### src/hw/lsd_pkg.sv
// =====================================================================
// low supply detect control: shared constants
// =====================================================================
package lsd_pkg;
   // register byte offsets (one aligned word each)
   localparam logic [7:0] RESET_CONTROL_REG_OFF = 8'h00;
   localparam logic [7:0] IRQ_ENABLE_REG2_OFF = 8'h04;
   localparam logic [7:0] IRQ_FLAG_REG2_OFF = 8'h08;
   localparam logic [7:0] IRQ_PRIORITY_REG10_OFF = 8'h0c;
   // field positions
   localparam int REFERENCE_STABLE_BIT = 13;
   localparam int DETECTOR_ENABLE_BIT = 12;
   localparam int TRIP_LEVEL_LSB = 8;
   localparam int LOW_SUPPLY_IRQ_ENABLE_BIT = 10;
   localparam int LOW_SUPPLY_FLAG_BIT = 10;
   localparam int LOW_SUPPLY_PRIO_LSB = 8;
   // values after reset
   localparam logic [3:0] TRIP_LEVEL_RESET = 4'h5;
   localparam logic [2:0] PRIO_RESET = 3'h4;
   // trip code that routes the external pin to the comparator
   localparam logic [3:0] TRIP_LEVEL_EXTERNAL = 4'hf;
   // axi responses
   localparam logic [1:0] RESP_OKAY = 2'h0;
   localparam logic [1:0] RESP_SLVERR = 2'h2;
endpackage : lsd_pkg

### src/hw/lsd_top.sv
// Functional notes
// - enable bit powers detector on and off
// - low supply flag sticky until software clears
// - detector keeps working in sleep, idle
// - enabled flag wakes core from power save
// - low priority wake resumes next instruction
// - higher priority wake starts exception processing
// - reference powered while any user enabled
// - reference stable bit is read only status
// - code 1111 selects external sense input
// - trip level resets to 0101
//
// Local design decisions: the placing of the registers and the AXI4-Lite interface to the registers.
`timescale 1ns/10ps
`default_nettype none

module lsd_top #(
   parameter int ADDR_W = 8
) (
   // clock, reset, enable
   input wire logic aclk,
   input wire logic aresetn,
   input wire logic clk_en,
   // axi4-lite write address
   input wire logic [ADDR_W-1:0] s_axi_awaddr,
   input wire logic [2:0] s_axi_awprot,
   input wire logic s_axi_awvalid,
   output logic s_axi_awready,
   // axi4-lite write data
   input wire logic [31:0] s_axi_wdata,
   input wire logic [3:0] s_axi_wstrb,
   input wire logic s_axi_wvalid,
   output logic s_axi_wready,
   // axi4-lite write response
   output logic [1:0] s_axi_bresp,
   output logic s_axi_bvalid,
   input wire logic s_axi_bready,
   // axi4-lite read address
   input wire logic [ADDR_W-1:0] s_axi_araddr,
   input wire logic [2:0] s_axi_arprot,
   input wire logic s_axi_arvalid,
   output logic s_axi_arready,
   // axi4-lite read data
   output logic [31:0] s_axi_rdata,
   output logic [1:0] s_axi_rresp,
   output logic s_axi_rvalid,
   input wire logic s_axi_rready,
   // analog side (asynchronous inputs)
   input wire logic comparator_below,
   input wire logic bandgap_ready,
   input wire logic brownout_unit_enabled,
   // analog side controls
   output logic detector_power,
   output logic reference_power,
   output logic [3:0] tap_select,
   output logic external_sense_select,
   // cpu side (same clock)
   input wire logic power_save_active,
   input wire logic [2:0] cpu_priority,
   output logic irq_request,
   output logic [2:0] irq_priority,
   output logic wake_pulse,
   output logic resume_next_pulse,
   output logic exception_pulse
);

   // =================================================================
   // state
   // =================================================================
   typedef struct packed {
      // synchronisers, stage one read only by stage two
      logic cmp_s1;
      logic cmp_s2;
      logic bg_s1;
      logic bg_s2;
      logic bor_s1;
      logic bor_s2;
      // control fields
      logic det_en;
      logic [3:0] trip_level;
      logic irq_en;
      logic flag;
      logic [2:0] prio;
      // registered outputs
      logic ref_pwr;
      logic irq_req;
      logic wake;
      logic resume;
      logic exc;
      logic ext_sel; // external pin routed to the comparator
      // write channel
      logic aw_have;
      logic w_have;
      logic [ADDR_W-1:0] awaddr;
      logic [15:0] wdata;
      logic [1:0] wstrb;
      logic awready;
      logic wready;
      logic bvalid;
      logic [1:0] bresp;
      // read channel
      logic arready;
      logic rvalid;
      logic [1:0] rresp;
      logic [31:0] rdata;
   } lsd_state_t;

   lsd_state_t st_q; // registered state
   lsd_state_t st_d; // next state

   // =================================================================
   // address decode: {hit, index}
   // =================================================================
   function automatic logic [2:0] lsd_decode(input logic [ADDR_W-1:0] a);
      logic [2:0] r;
      r = 3'h0;
      if (a == ADDR_W'(lsd_pkg::RESET_CONTROL_REG_OFF)) begin
         r = 3'h4;
      end else if (a == ADDR_W'(lsd_pkg::IRQ_ENABLE_REG2_OFF)) begin
         r = 3'h5;
      end else if (a == ADDR_W'(lsd_pkg::IRQ_FLAG_REG2_OFF)) begin
         r = 3'h6;
      end else if (a == ADDR_W'(lsd_pkg::IRQ_PRIORITY_REG10_OFF)) begin
         r = 3'h7;
      end
      return r;
   endfunction

   // merge a byte-lane write into a 16-bit register image
   function automatic logic [15:0] lsd_merge(input logic [15:0] old,
                                             input logic [15:0] nw,
                                             input logic [1:0] strb);
      logic [15:0] r;
      r = old;
      if (strb[0]) begin
         r[7:0] = nw[7:0];
      end
      if (strb[1]) begin
         r[15:8] = nw[15:8];
      end
      return r;
   endfunction

   // =================================================================
   // next-state logic
   // =================================================================
   always_comb begin
      logic [2:0] wsel;
      logic [2:0] rsel;
      logic [15:0] img;
      logic [15:0] rimg;
      logic flag_clr;
      logic flag_wr;
      logic do_write;
      logic ref_stable;
      wsel = 3'h0;
      rsel = 3'h0;
      img = 16'h0000;
      rimg = 16'h0000;
      flag_clr = 1'b0;
      flag_wr = 1'b0;
      do_write = 1'b0;
      st_d = st_q;

      // two-flop synchronisers for the analog levels
      st_d.cmp_s1 = comparator_below;
      st_d.cmp_s2 = st_q.cmp_s1;
      st_d.bg_s1 = bandgap_ready;
      st_d.bg_s2 = st_q.bg_s1;
      st_d.bor_s1 = brownout_unit_enabled;
      st_d.bor_s2 = st_q.bor_s1;

      // stable only while the reference is actually powered
      ref_stable = st_q.bg_s2 & st_q.ref_pwr;

      // capture write address and data in either order
      if (st_q.awready && s_axi_awvalid) begin
         st_d.aw_have = 1'b1;
         st_d.awaddr = s_axi_awaddr;
      end
      if (st_q.wready && s_axi_wvalid) begin
         st_d.w_have = 1'b1;
         st_d.wdata = s_axi_wdata[15:0];
         st_d.wstrb = s_axi_wstrb[1:0];
      end

      // perform the write once both halves are held
      if (st_q.aw_have && st_q.w_have && !st_q.bvalid) begin
         do_write = 1'b1;
         wsel = lsd_decode(st_q.awaddr);
         st_d.aw_have = 1'b0;
         st_d.w_have = 1'b0;
         st_d.bvalid = 1'b1;
         st_d.bresp = wsel[2] ? lsd_pkg::RESP_OKAY : lsd_pkg::RESP_SLVERR;
      end else if (st_q.bvalid && s_axi_bready) begin
         st_d.bvalid = 1'b0;
      end

      if (do_write) begin
         case (wsel)
            3'h4: begin
               img = {3'b000, st_q.det_en, st_q.trip_level, 8'h00};
               img = lsd_merge(img, st_q.wdata, st_q.wstrb);
               st_d.det_en = img[lsd_pkg::DETECTOR_ENABLE_BIT];
               st_d.trip_level = img[lsd_pkg::TRIP_LEVEL_LSB +: 4];
            end
            3'h5: begin
               img = 16'h0000;
               img[lsd_pkg::LOW_SUPPLY_IRQ_ENABLE_BIT] = st_q.irq_en;
               img = lsd_merge(img, st_q.wdata, st_q.wstrb);
               st_d.irq_en = img[lsd_pkg::LOW_SUPPLY_IRQ_ENABLE_BIT];
            end
            3'h6: begin
               img = 16'h0000;
               img[lsd_pkg::LOW_SUPPLY_FLAG_BIT] = st_q.flag;
               img = lsd_merge(img, st_q.wdata, st_q.wstrb);
               flag_wr = 1'b1;
               flag_clr = ~img[lsd_pkg::LOW_SUPPLY_FLAG_BIT];
            end
            3'h7: begin
               img = {5'h00, st_q.prio, 8'h00};
               img = lsd_merge(img, st_q.wdata, st_q.wstrb);
               st_d.prio = img[lsd_pkg::LOW_SUPPLY_PRIO_LSB +: 3];
            end
            default: begin
               // unmapped: nothing stored, slverr answered
            end
         endcase
      end

      // sticky flag: hardware set beats a same-cycle software clear
      if (st_q.det_en && st_q.cmp_s2) begin
         st_d.flag = 1'b1;
      end else if (flag_wr) begin
         st_d.flag = ~flag_clr;
      end

      // reference kept up for any of its users
      st_d.ref_pwr = st_d.det_en | st_q.bor_s2;
      // pin route registered so the select port comes from a flop
      st_d.ext_sel = (st_d.trip_level == lsd_pkg::TRIP_LEVEL_EXTERNAL);

      // interrupt request as a level, wake decisions as one-cycle pulses
      st_d.irq_req = st_q.flag & st_q.irq_en;
      st_d.wake = 1'b0;
      st_d.resume = 1'b0;
      st_d.exc = 1'b0;
      if (power_save_active && st_q.flag && st_q.irq_en && !st_q.wake) begin
         st_d.wake = 1'b1;
         if (st_q.prio > cpu_priority) begin
            st_d.exc = 1'b1;
         end else begin
            st_d.resume = 1'b1;
         end
      end

      // read channel: one outstanding read, data latched at accept
      if (st_q.arready && s_axi_arvalid) begin
         rsel = lsd_decode(s_axi_araddr);
         case (rsel)
            3'h4: begin
               rimg[lsd_pkg::REFERENCE_STABLE_BIT] = ref_stable;
               rimg[lsd_pkg::DETECTOR_ENABLE_BIT] = st_q.det_en;
               rimg[lsd_pkg::TRIP_LEVEL_LSB +: 4] = st_q.trip_level;
            end
            3'h5: rimg[lsd_pkg::LOW_SUPPLY_IRQ_ENABLE_BIT] = st_q.irq_en;
            3'h6: rimg[lsd_pkg::LOW_SUPPLY_FLAG_BIT] = st_q.flag;
            3'h7: rimg[lsd_pkg::LOW_SUPPLY_PRIO_LSB +: 3] = st_q.prio;
            default: rimg = 16'h0000;
         endcase
         st_d.rdata = {16'h0000, rimg};
         st_d.rresp = rsel[2] ? lsd_pkg::RESP_OKAY : lsd_pkg::RESP_SLVERR;
         st_d.rvalid = 1'b1;
      end else if (st_q.rvalid && s_axi_rready) begin
         st_d.rvalid = 1'b0;
      end

      // ready flags computed ahead so the ports come from flops
      st_d.awready = ~st_d.aw_have & ~st_d.bvalid;
      st_d.wready = ~st_d.w_have & ~st_d.bvalid;
      st_d.arready = ~st_d.rvalid;
   end

   // =================================================================
   // state register
   // =================================================================
   always_ff @(posedge aclk) begin
      if (!aresetn) begin
         st_q <= '0;
         st_q.trip_level <= lsd_pkg::TRIP_LEVEL_RESET;
         st_q.prio <= lsd_pkg::PRIO_RESET;
         st_q.awready <= 1'b1;
         st_q.wready <= 1'b1;
         st_q.arready <= 1'b1;
      end else if (clk_en) begin
         st_q <= st_d;
      end
   end

   // =================================================================
   // outputs, all straight from the state register
   // =================================================================
   assign s_axi_awready = st_q.awready;
   assign s_axi_wready = st_q.wready;
   assign s_axi_bvalid = st_q.bvalid;
   assign s_axi_bresp = st_q.bresp;
   assign s_axi_arready = st_q.arready;
   assign s_axi_rvalid = st_q.rvalid;
   assign s_axi_rresp = st_q.rresp;
   assign s_axi_rdata = st_q.rdata;
   assign detector_power = st_q.det_en;
   assign reference_power = st_q.ref_pwr;
   assign tap_select = st_q.trip_level;
   assign external_sense_select = st_q.ext_sel;
   assign irq_request = st_q.irq_req;
   assign irq_priority = st_q.prio;
   assign wake_pulse = st_q.wake;
   assign resume_next_pulse = st_q.resume;
   assign exception_pulse = st_q.exc;

endmodule // lsd_top

`default_nettype wire

### config.mk
export PLATFORM = sky130hd
export DESIGN_NAME = lsd_top
export DESIGN_NICKNAME = d
export VERILOG_FILES = /design/src/hw/lsd_pkg.sv /design/src/hw/lsd_top.sv
export SDC_FILE = /design/constraint.sdc
export NUM_CORES = 1
export LEC_CHECK = 0
export BUFFER_PORTS_ARGS = -buffer_cell sky130_fd_sc_hd__buf_2
export CAP_MARGIN = 40
export CORE_ASPECT_RATIO = 1.5
export CORE_UTILIZATION = 50
export CTS_BUF_LIST = sky130_fd_sc_hd__clkbuf_2
export CTS_CLUSTER_SIZE = 20
export DETAILED_ROUTE_END_ITERATION = 8
export PLACE_DENSITY = 0.95
export SYNTH_ARGS = -nofsm -noshare
export SYNTH_HDL_FRONTEND = slang
export SYNTH_SLANG_ARGS = --single-unit
### constraint.sdc
create_clock -name aclk -period 2.8 [get_ports aclk]
set_clock_uncertainty 0.05 [all_clocks]
set_input_delay 0.56 -clock aclk [delete_from_list [all_inputs] [get_ports aclk]]
set_output_delay 0.56 -clock aclk [all_outputs]
set_load 0.01 [all_outputs]
## Yosys cells after proc, flatten, opt, wreduce, memory -nomap -nowiden

Cells that the tools add are included.

| word-level totals | value |
|---|---|
| bits in registers | 62 |
| word-level logic and storage cells | 121 |

| operators by class | value |
|---|---|
| magnitude comparators | 1 |
| equal/unequal tests | 15 |
| multiplexer cells | 41 |
| bitwise operators | 11 |
| reductions and logical operators | 23 |

Operators with widths:

| operator | number |
|---|---|
| $mux W3 | 17 |
| $eq A8 B4 Y1 const B | 4 |
| $eq A3 B3 Y1 const B | 8 |
| $eq A8 B3 Y1 const B | 2 |
| $logic_not A8 Y1 | 2 |
| $mux W1 | 16 |
| $logic_and A1 B1 Y1 | 11 |
| $mux W5 | 2 |
| $reduce_and A2 Y1 | 5 |
| $reduce_and A4 Y1 | 2 |
| $mux W2 | 3 |
| $mux W6 | 1 |
| $not A1 Y1 | 6 |
| $and A1 B1 Y1 | 4 |
| $eq A4 B4 Y1 const B | 1 |
| $pmux W1 S4 | 1 |
| $pmux W2 S2 | 1 |
| $gt A3 B3 Y1 | 1 |
| $logic_not A1 Y1 | 2 |
| $reduce_bool A2 Y1 | 1 |
| $or A1 B1 Y1 | 1 |

## Logic depth before layout (Yosys ltp)

Gate-level depths: netlist (run 1).

| logic depth | value |
|---|---|
| depth in word-level cells | 16 |
| depth in mapped cells | 6 |
| mapped depth without buffers | 6 |

## Worst setup path before layout (run 1)

No wires, ideal clock.

| timing path | value |
|---|---|
| path kind | input -> register |
| start | input port s_axi_araddr[5] |
| end | register st_q, in the netlist s_axi_rdata[8] |
| data arrival time | 1.606 ns |
| setup slack | 1.073 ns |
| cell stages on the path | 4 |
| buffers on the path | 0 |
| cells stage by stage | or4_4 -> nor4b_4 -> a32oi_1 -> a21oi_1 |

| on the way | value |
|---|---|
| cells in the longest elaborated chain, start to end | 8 |
| elaborated cells on any way between the ends | 12 |

Ends and longest elaborated chain:

| element | RTL line | source |
|---|---|---|
| start: declaration | lsd_top.sv:39 | `input wire logic [ADDR_W-1:0] s_axi_araddr,` |
| $eq A8 B4 Y1 | lsd_top.sv:123 | `end else if (a == ADDR_W'(lsd_pkg::IRQ_PRIORITY_REG10_OFF)) begin` |
| $mux W3 | lsd_top.sv:123 |  |
| $mux W3 | lsd_top.sv:121 | `end else if (a == ADDR_W'(lsd_pkg::IRQ_FLAG_REG2_OFF)) begin` |
| $mux W3 | lsd_top.sv:119 | `end else if (a == ADDR_W'(lsd_pkg::IRQ_ENABLE_REG2_OFF)) begin` |
| $mux W3 * | lsd_top.sv:117 | `if (a == ADDR_W'(lsd_pkg::RESET_CONTROL_REG_OFF)) begin` |
| $mux W3 * | lsd_top.sv:258 | `if (st_q.arready && s_axi_arvalid) begin` |
| $eq A3 B3 Y1 | lsd_top.sv:260 | `case (rsel)` |
| $pmux W2 S2 * | lsd_top.sv:260 |  |
| end signal: assignment | lsd_top.sv:296 | `st_q <= st_d;` |
| end: declaration | lsd_top.sv:108 | `lsd_state_t st_q;` |

Mark *: on every way between the ends. The rest lies on a longest branch, timed or not. The select of a mux whose other input is x is not followed.
A chain may end at the register's enable or synchronous reset.

## Worst setup path after layout (run 1)

| timing path | value |
|---|---|
| start | register st_q, in the netlist detector_power |
| end | output port detector_power |

RTL lines:

| element | RTL line | source |
|---|---|---|
| end: declaration | lsd_top.sv:53 | `output logic detector_power,` |

No word-level cell between the ends.

==> key figures, run 1 <==
Clock network
  • Setup bufs post-CTS: 0
  • CTS tree: done
  • Clock insertion delay at the later pin of the skew report: 450 ps
  • Sink Count: 51
  • Hold_buf cts: 0
  • CTS Buf Count: 5
  • H-Tree Depth: 2
  • Max clock buf depth: 2
  • Post-CTS sizing: 0
  • Clk slew on worst S/H paths: 230 ps
  • CTS root buf: clkbuf_2

Critical path
  • CP max stage delay: 500 ps
  • Crit path depth: 1
  • Setup Crit Path Kind: flop to output port
  • Worst Path Max Fanout: 6
  • CP Cell Sequence: buf_2
  • CP Capture Type: output port
  • Worst path required time: 2190 ps
  • CP arrival: 1100 ps
  • Reg2reg path depth: 4
  • Critical Path Source Type: flop
  • Cell family with most CP delay: flip-flops
  • Buf+Inv Stages, Crit Path: 1
  • Slowest-stage cell, CP: dfxtp_1

Hold path
  • Worst Hold Depth: 3
  • Hold WC Path Type: input port to flop

Place
  • I/O Buffers: 63
  • GP Congestion: 0.8110
  • Post-DP HPWL: 4028 um

Logic synthesis
  • Simple-Gate Fraction of Synth Area: 0.1942
  • Synth Area in XOR/XNOR: 0
  • Synth Register Bits: 51
  • Post-Syn Area: 0.002481 mm^2
  • Synth Instances: 285
  • Synth Area in Adders: 0.01513
  • Async SR Flop Fraction: 0
  • Post-synthesis mux area share: 0.1024
  • Compound-Gate Fraction of Synth Area: 0.1089
  • YS warnings: 0
  • Seq/Total Area, Yosys: 0.4115
  • Synth cell types: 38
  • Number of flops mapped to enable cells by yosys: 0
  • Primary FF master, synth: dfxtp_1
  • Synthesized area per cell: 8.706 um^2
  • Largest family of logic cells by synthesized area: simple AND/OR/NAND/NOR gates

Drt
  • Drt drc: 0
  • Routed WL per cell: 13.04 um
  • Detailed Route WL: 5188 um
  • Avg Vias per Cell: 5.113
  • ANT nets after route: 0
  • Detailed Routing Iterations Pass 1: 4
  • Via count: 2,035
  • DRT iter0 DRCs: 99

GRT
  • Largest net degree at the start of global routing: 23
  • Vias in the first global route: 1,960
  • Initial antenna violation count: 0
  • First-pass GRT wire length: 8383 um
  • GRT overflow: 0
  • Tot GR Track Use: 0.2094

Layout
  • Layout cells sized above 1: 0.2500
  • Filler instances: 439
  • Area Overhead vs Synth: 8.976%
  • Layout Nets: 407
  • Commonest non-fill, non-tap cell in the layout: buf_2
  • # diodes: 0
  • Commonest cells after routing, fill and taps aside: 63 x buf_2, 51 x dfxtp_1, 36 x nand2_1

Die
  • FP Rows: 31
  • Starting Density: 0.5159
  • Top Ports: 128
  • Core ar.: 0.004810 mm^2
  • Die width: 59.52 um
  • DIE AREA: 0.005254 mm^2
  • Chip height: 88.28 um

STA
  • Pins over their slew limit: 0
  • Setup TNS: 0 ps
  • RSZ-0062 raised after global routing: no
  • Tmin final: 1712 ps
  • Tcrit/Tclk final: 0.6116
  • Final hold vios: 0
  • Final setup viols: 0
  • Final Hold Slack: 299.4 ps
  • Max Clk Rate: 584.0 MHz

Power and ir drop
  • Max VDD drop: 350.9 uV
  • Final total power: 1.303 mW
  • Pleak: 1.282 nW
  • PD cells: 481.9 mW/mm^2

Run
  • Max-cap violations: 0

Run status
  • Status: complete, no violations
[cells by family after synthesis]
logic type                 count (synthesis)
buffers and inverters                     66
DFF                                       51
muxes                                     24
AOI/OAI and AO/OA                         44
and+or+nand+nor                           96
adders and majority gates                  3
other                                      1
[metal layers]
metal,track usage,vias to the layer above,wire [um]
met5,0,-,0
met4,0.1099,0,137
met3,0.03801,13,264
met2,0.3687,78,2747
met1,0.2358,953,2038
li1,-,991,-
[layout make-up]
| cell class | instances | area, um^2 | area share |
|---|---|---|---|
| clock buffer | 5 | 25.02 | 0.009255 |
| clock inverter | 3 | 43.79 | 0.01620 |
| inverter | 12 | 45.04 | 0.01666 |
| multi-input combinational | 195 | 1149 | 0.4248 |
| sequential | 51 | 1021 | 0.3776 |
| tap | 66 | 82.58 | 0.03054 |
| timing repair buffer | 66 | 337.8 | 0.1249 |
[Yosys cell counts, drive strengths merged, types with 2 or more instances]
master / n / share of area
dfxtp: 51 / 0.41
buf: 46 / 0.14
nand2: 36 / 0.054
nor2: 30 / 0.045
mux2i: 22 / 0.089
a21oi: 21 / 0.042
inv: 11 / 0.017
clkbuf: 8 / 0.012
o21ai: 7 / 0.014
nand4: 6 / 0.015
nand3: 5 / 0.012
a32oi: 4 / 0.014
nor3: 4 / 0.0081
a211oi: 3 / 0.0091
and4: 3 / 0.011
ha: 3 / 0.015
a211o: 2 / 0.0071
a22oi: 2 / 0.0060
a31o: 2 / 0.0071
and3: 2 / 0.0050
nor2b: 2 / 0.0050
[path summary, 6_finish.rpt]
check                                    from                          to  slack, ps
setup / recovery  detector_power$_SDFFE_PN0P_              detector_power       1090
hold / removal                 s_axi_wstrb[1]       st_q[42]$_SDFFE_PN0P_        300
setup reg to reg        st_q[63]$_SDFFE_PN0P_  tap_select[1]$_SDFFE_PN0P_       1170
hold reg to reg         st_q[59]$_SDFFE_PN0P_       st_q[59]$_SDFFE_PN0P_        430
[report_power, final]
| part | internal (mW) | switching [mW] |
|---|---|---|
| clock network | 0.151 | 0.233 |
| logic | 0.0589 | 0.0896 |
| registers | 0.750 | 0.0196 |
[stage by stage]
step / instance area (um^2) / util / std cells / setup WS [ps]
after global routing: 2704 / 0.5622 / 398 / 1011
after floorplan: 2582 / - / 312 / 1073
after CTS: 2704 / 0.5622 / 398 / 1073
final: 2704 / 0.5622 / 398 / 1088
after detailed placement: 2635 / 0.5479 / 390 / 786.5
after global placement: 2635 / 0.5479 / 390 / 842.6
[registers in the layout, indices dropped and copies added (netlist names)]
name                   flops
s_axi_bresp                1
s_axi_rdata                6
s_axi_bvalid               1
irq_request                1
wake_pulse                 1
s_axi_wready               1
reference_power            1
s_axi_awready              1
exception_pulse            1
detector_power             1
irq_priority               3
s_axi_arready              1
st_q                      21
external_sense_select      1
resume_next_pulse          1
s_axi_rvalid               1
st_d                       3
s_axi_rresp                1
tap_select                 4
[worst reg2reg max path: cells and delay by family, from the launching register on]
family	cells	cell delay [ps]
DFF	1	390
muxes	1	260
and+or+nand+nor	3	870
Power figures use the tool's default switching activity.
==> run 2: changes to the inputs <==
--- a/config.mk
+++ b/config.mk
@@ -8,11 +8,11 @@
 export BUFFER_PORTS_ARGS = -buffer_cell sky130_fd_sc_hd__buf_2
 export CAP_MARGIN = 40
 export CORE_ASPECT_RATIO = 1.5
-export CORE_UTILIZATION = 50
+export CORE_UTILIZATION = 42
 export CTS_BUF_LIST = sky130_fd_sc_hd__clkbuf_2
 export CTS_CLUSTER_SIZE = 20
 export DETAILED_ROUTE_END_ITERATION = 8
-export PLACE_DENSITY = 0.95
+export PLACE_DENSITY = 0.9
 export SYNTH_ARGS = -nofsm -noshare
 export SYNTH_HDL_FRONTEND = slang
 export SYNTH_SLANG_ARGS = --single-unit
==> constraint.sdc (replaced) <==
create_clock -name aclk -period 1.5 [get_ports aclk]
set_clock_uncertainty 0.05 [all_clocks]
set_input_delay 0.3 -clock aclk [delete_from_list [all_inputs] [get_ports aclk]]
set_output_delay 0.3 -clock aclk [all_outputs]
set_load 0.01 [all_outputs]
==> run 2 against run 1 <==
The flow now finishes with violations (negative setup slack). Sequential cell count unchanged. Clock power increased by 34%. Die area rose by 18%. First-iteration DRC count is 36% lower. Critical endpoint is now external_sense_select$_SDFFE_PN0P_. Highest routed layer unchanged.
==> key figures, run 2 (synthesis gave the netlist of run 1 again) <==
Run status
  • Status: finished, violations left
  • Failing checks: negative setup slack

Layout
  • Layout cells sized above 1: 0.2948
  • Commonest cells after routing, fill and taps aside: 63 x buf_2, 45 x dfxtp_1, 36 x nand2_1
  • Post-Layout Cell Count: 417
  • Layout Nets: 421
  • Area Overhead vs Synth: 13.11%
  • Reg with most FFs: st_q
  • Commonest non-fill, non-tap cell in the layout: buf_2
  • Max FFs per register: 21
  • Final core occ: 0.5035

STA
  • RSZ-0062 raised after global routing: yes
  • Setup TNS: -343.1 ps
  • Final setup viols: 6
  • Tmin final: 1596 ps
  • Pins over their slew limit: 0
  • Max Clk Rate: 626.5 MHz
  • Final hold vios: 0
  • Tcrit/Tclk final: 1.064
  • Final setup margin: -96.12 ps

Clock network
  • Max clock buf depth: 2
  • CTS tree: done
  • H-Tree Depth: 2
  • Clk slew on worst S/H paths: 230 ps
  • Clock insertion delay at the later pin of the skew report: 420 ps
  • CTS Buf Count: 5
  • CTS root buf: clkbuf_2
  • Sink Count: 51

Critical path
  • CP arrival: 1880 ps
  • Worst path required time: 1780 ps
  • CP Capture Type: flop
  • Critical Path Source Type: flop
  • Crit path from: st_q[63]$_SDFFE_PN0P_
  • R2R Path Start: st_q[63]$_SDFFE_PN0P_
  • Worst Path Max Fanout: 6
  • Setup Crit Path Kind: flop to flop

Drt
  • Avg Vias per Cell: 5.017
  • Via count: 2,092
  • Detailed Route WL: 5564 um
  • Detailed Routing Iterations Pass 1: 7
  • ANT nets after route: 0
  • Drt drc: 0
  • DRT iter0 DRCs: 63
  • Routed WL per cell: 13.34 um

Hold path
  • Hold WC Path Type: input port to flop
  • Hold Crit Start: s_axi_awaddr[6]

GRT
  • Vias in the first global route: 1,972
  • GRT overflow: 0
  • Initial antenna violation count: 1
  • First-pass GRT wire length: 8749 um
  • Largest net degree at the start of global routing: 19
  • Tot GR Track Use: 0.1846

Power and ir drop
  • Max VDD drop: 473.5 uV
  • Pleak: 1.336 nW
  • PD cells: 803.2 mW/mm^2
  • Final total power: 2.254 mW

Place
  • GP Congestion: 0.8599
  • DP Worst Slack: -207.2 ps
  • Dpl cells: 406
  • Post-DP HPWL: 4384 um
  • I/O Buffers: 63

Die
  • FP Rows: 33
  • Chip height: 96.14 um
  • DIE AREA: 0.006225 mm^2
  • Top Ports: 128
  • Starting Density: 0.4451
  • Die width: 64.76 um
  • Core ar.: 0.005574 mm^2

Run
  • Max-cap violations: 0
-- run 2: critical path, stage by stage (launching register included) --
cell and delay [ps]:
dfxtp_2 390, nor4_4 400, buf_4 180, nand4_1 160
mux2i_1 230, a21oi_1 90
-- run 2: per-stage QoR --
step	instance area, um^2	hold WS, ps
6_report	2806	28.66
5_1_grt	2806	1.438
4_1_cts	2784	24.45
3_5_place_dp	2730	398.1
3_3_place_gp	2730	393.4
2_1_floorplan	2582	382.0
-- run 2: layer usage --
layer | vias up | part of all wire | routed length [um] | GRT usage
li1 | 1018 | - | - | -
met3 | 8 | 0.060 | 335 | 0.04265
met5 | - | 0 | 0 | 0
met1 | 972 | 0.40 | 2203 | 0.1952
met2 | 94 | 0.52 | 2914 | 0.3316
met4 | 0 | 0.020 | 110 | 0.1037
-- run 2: final timing paths --
path	end	slack, ps	depth (start not counted)
hold / removal	st_q[65]$_SDFFE_PN0P_	30	3
setup reg to reg	external_sense_select$_SDFFE_PN0P_	-100	5
hold reg to reg	s_axi_rdata[10]$_SDFFE_PN0P_	420	2
setup / recovery	external_sense_select$_SDFFE_PN0P_	-100	5
-- run 2: layout make-up --
cell class	count	area, um^2
Multi-Input combinational cell	195	1156
Antenna cell	1	2.502
Timing Repair Buffer	80	449.2
Clock buffer	6	30.03
Inverter	12	45.04
Clock inverter	2	7.507
Sequential cell	51	1028
Fill cell	547	2768
Tap cell	70	87.58
-- run 2: where the power goes --
group          internal [mW]  total (mW)  switching, mW
combinational          0.129       0.306          0.177
sequential              1.40        1.44         0.0352
clock                  0.112       0.513          0.400
total                   1.64        2.25          0.612
-- run 2: timing repair --
action | in CTS | in global routing
setup buffers | 1 | 0
gates resized for setup | 4 | 7
hold buffers | 0 | 1
hold endpoints to repair | 0 | 1
endpoints found under the setup margin | 4 | 15
pin swaps | 3 | 6
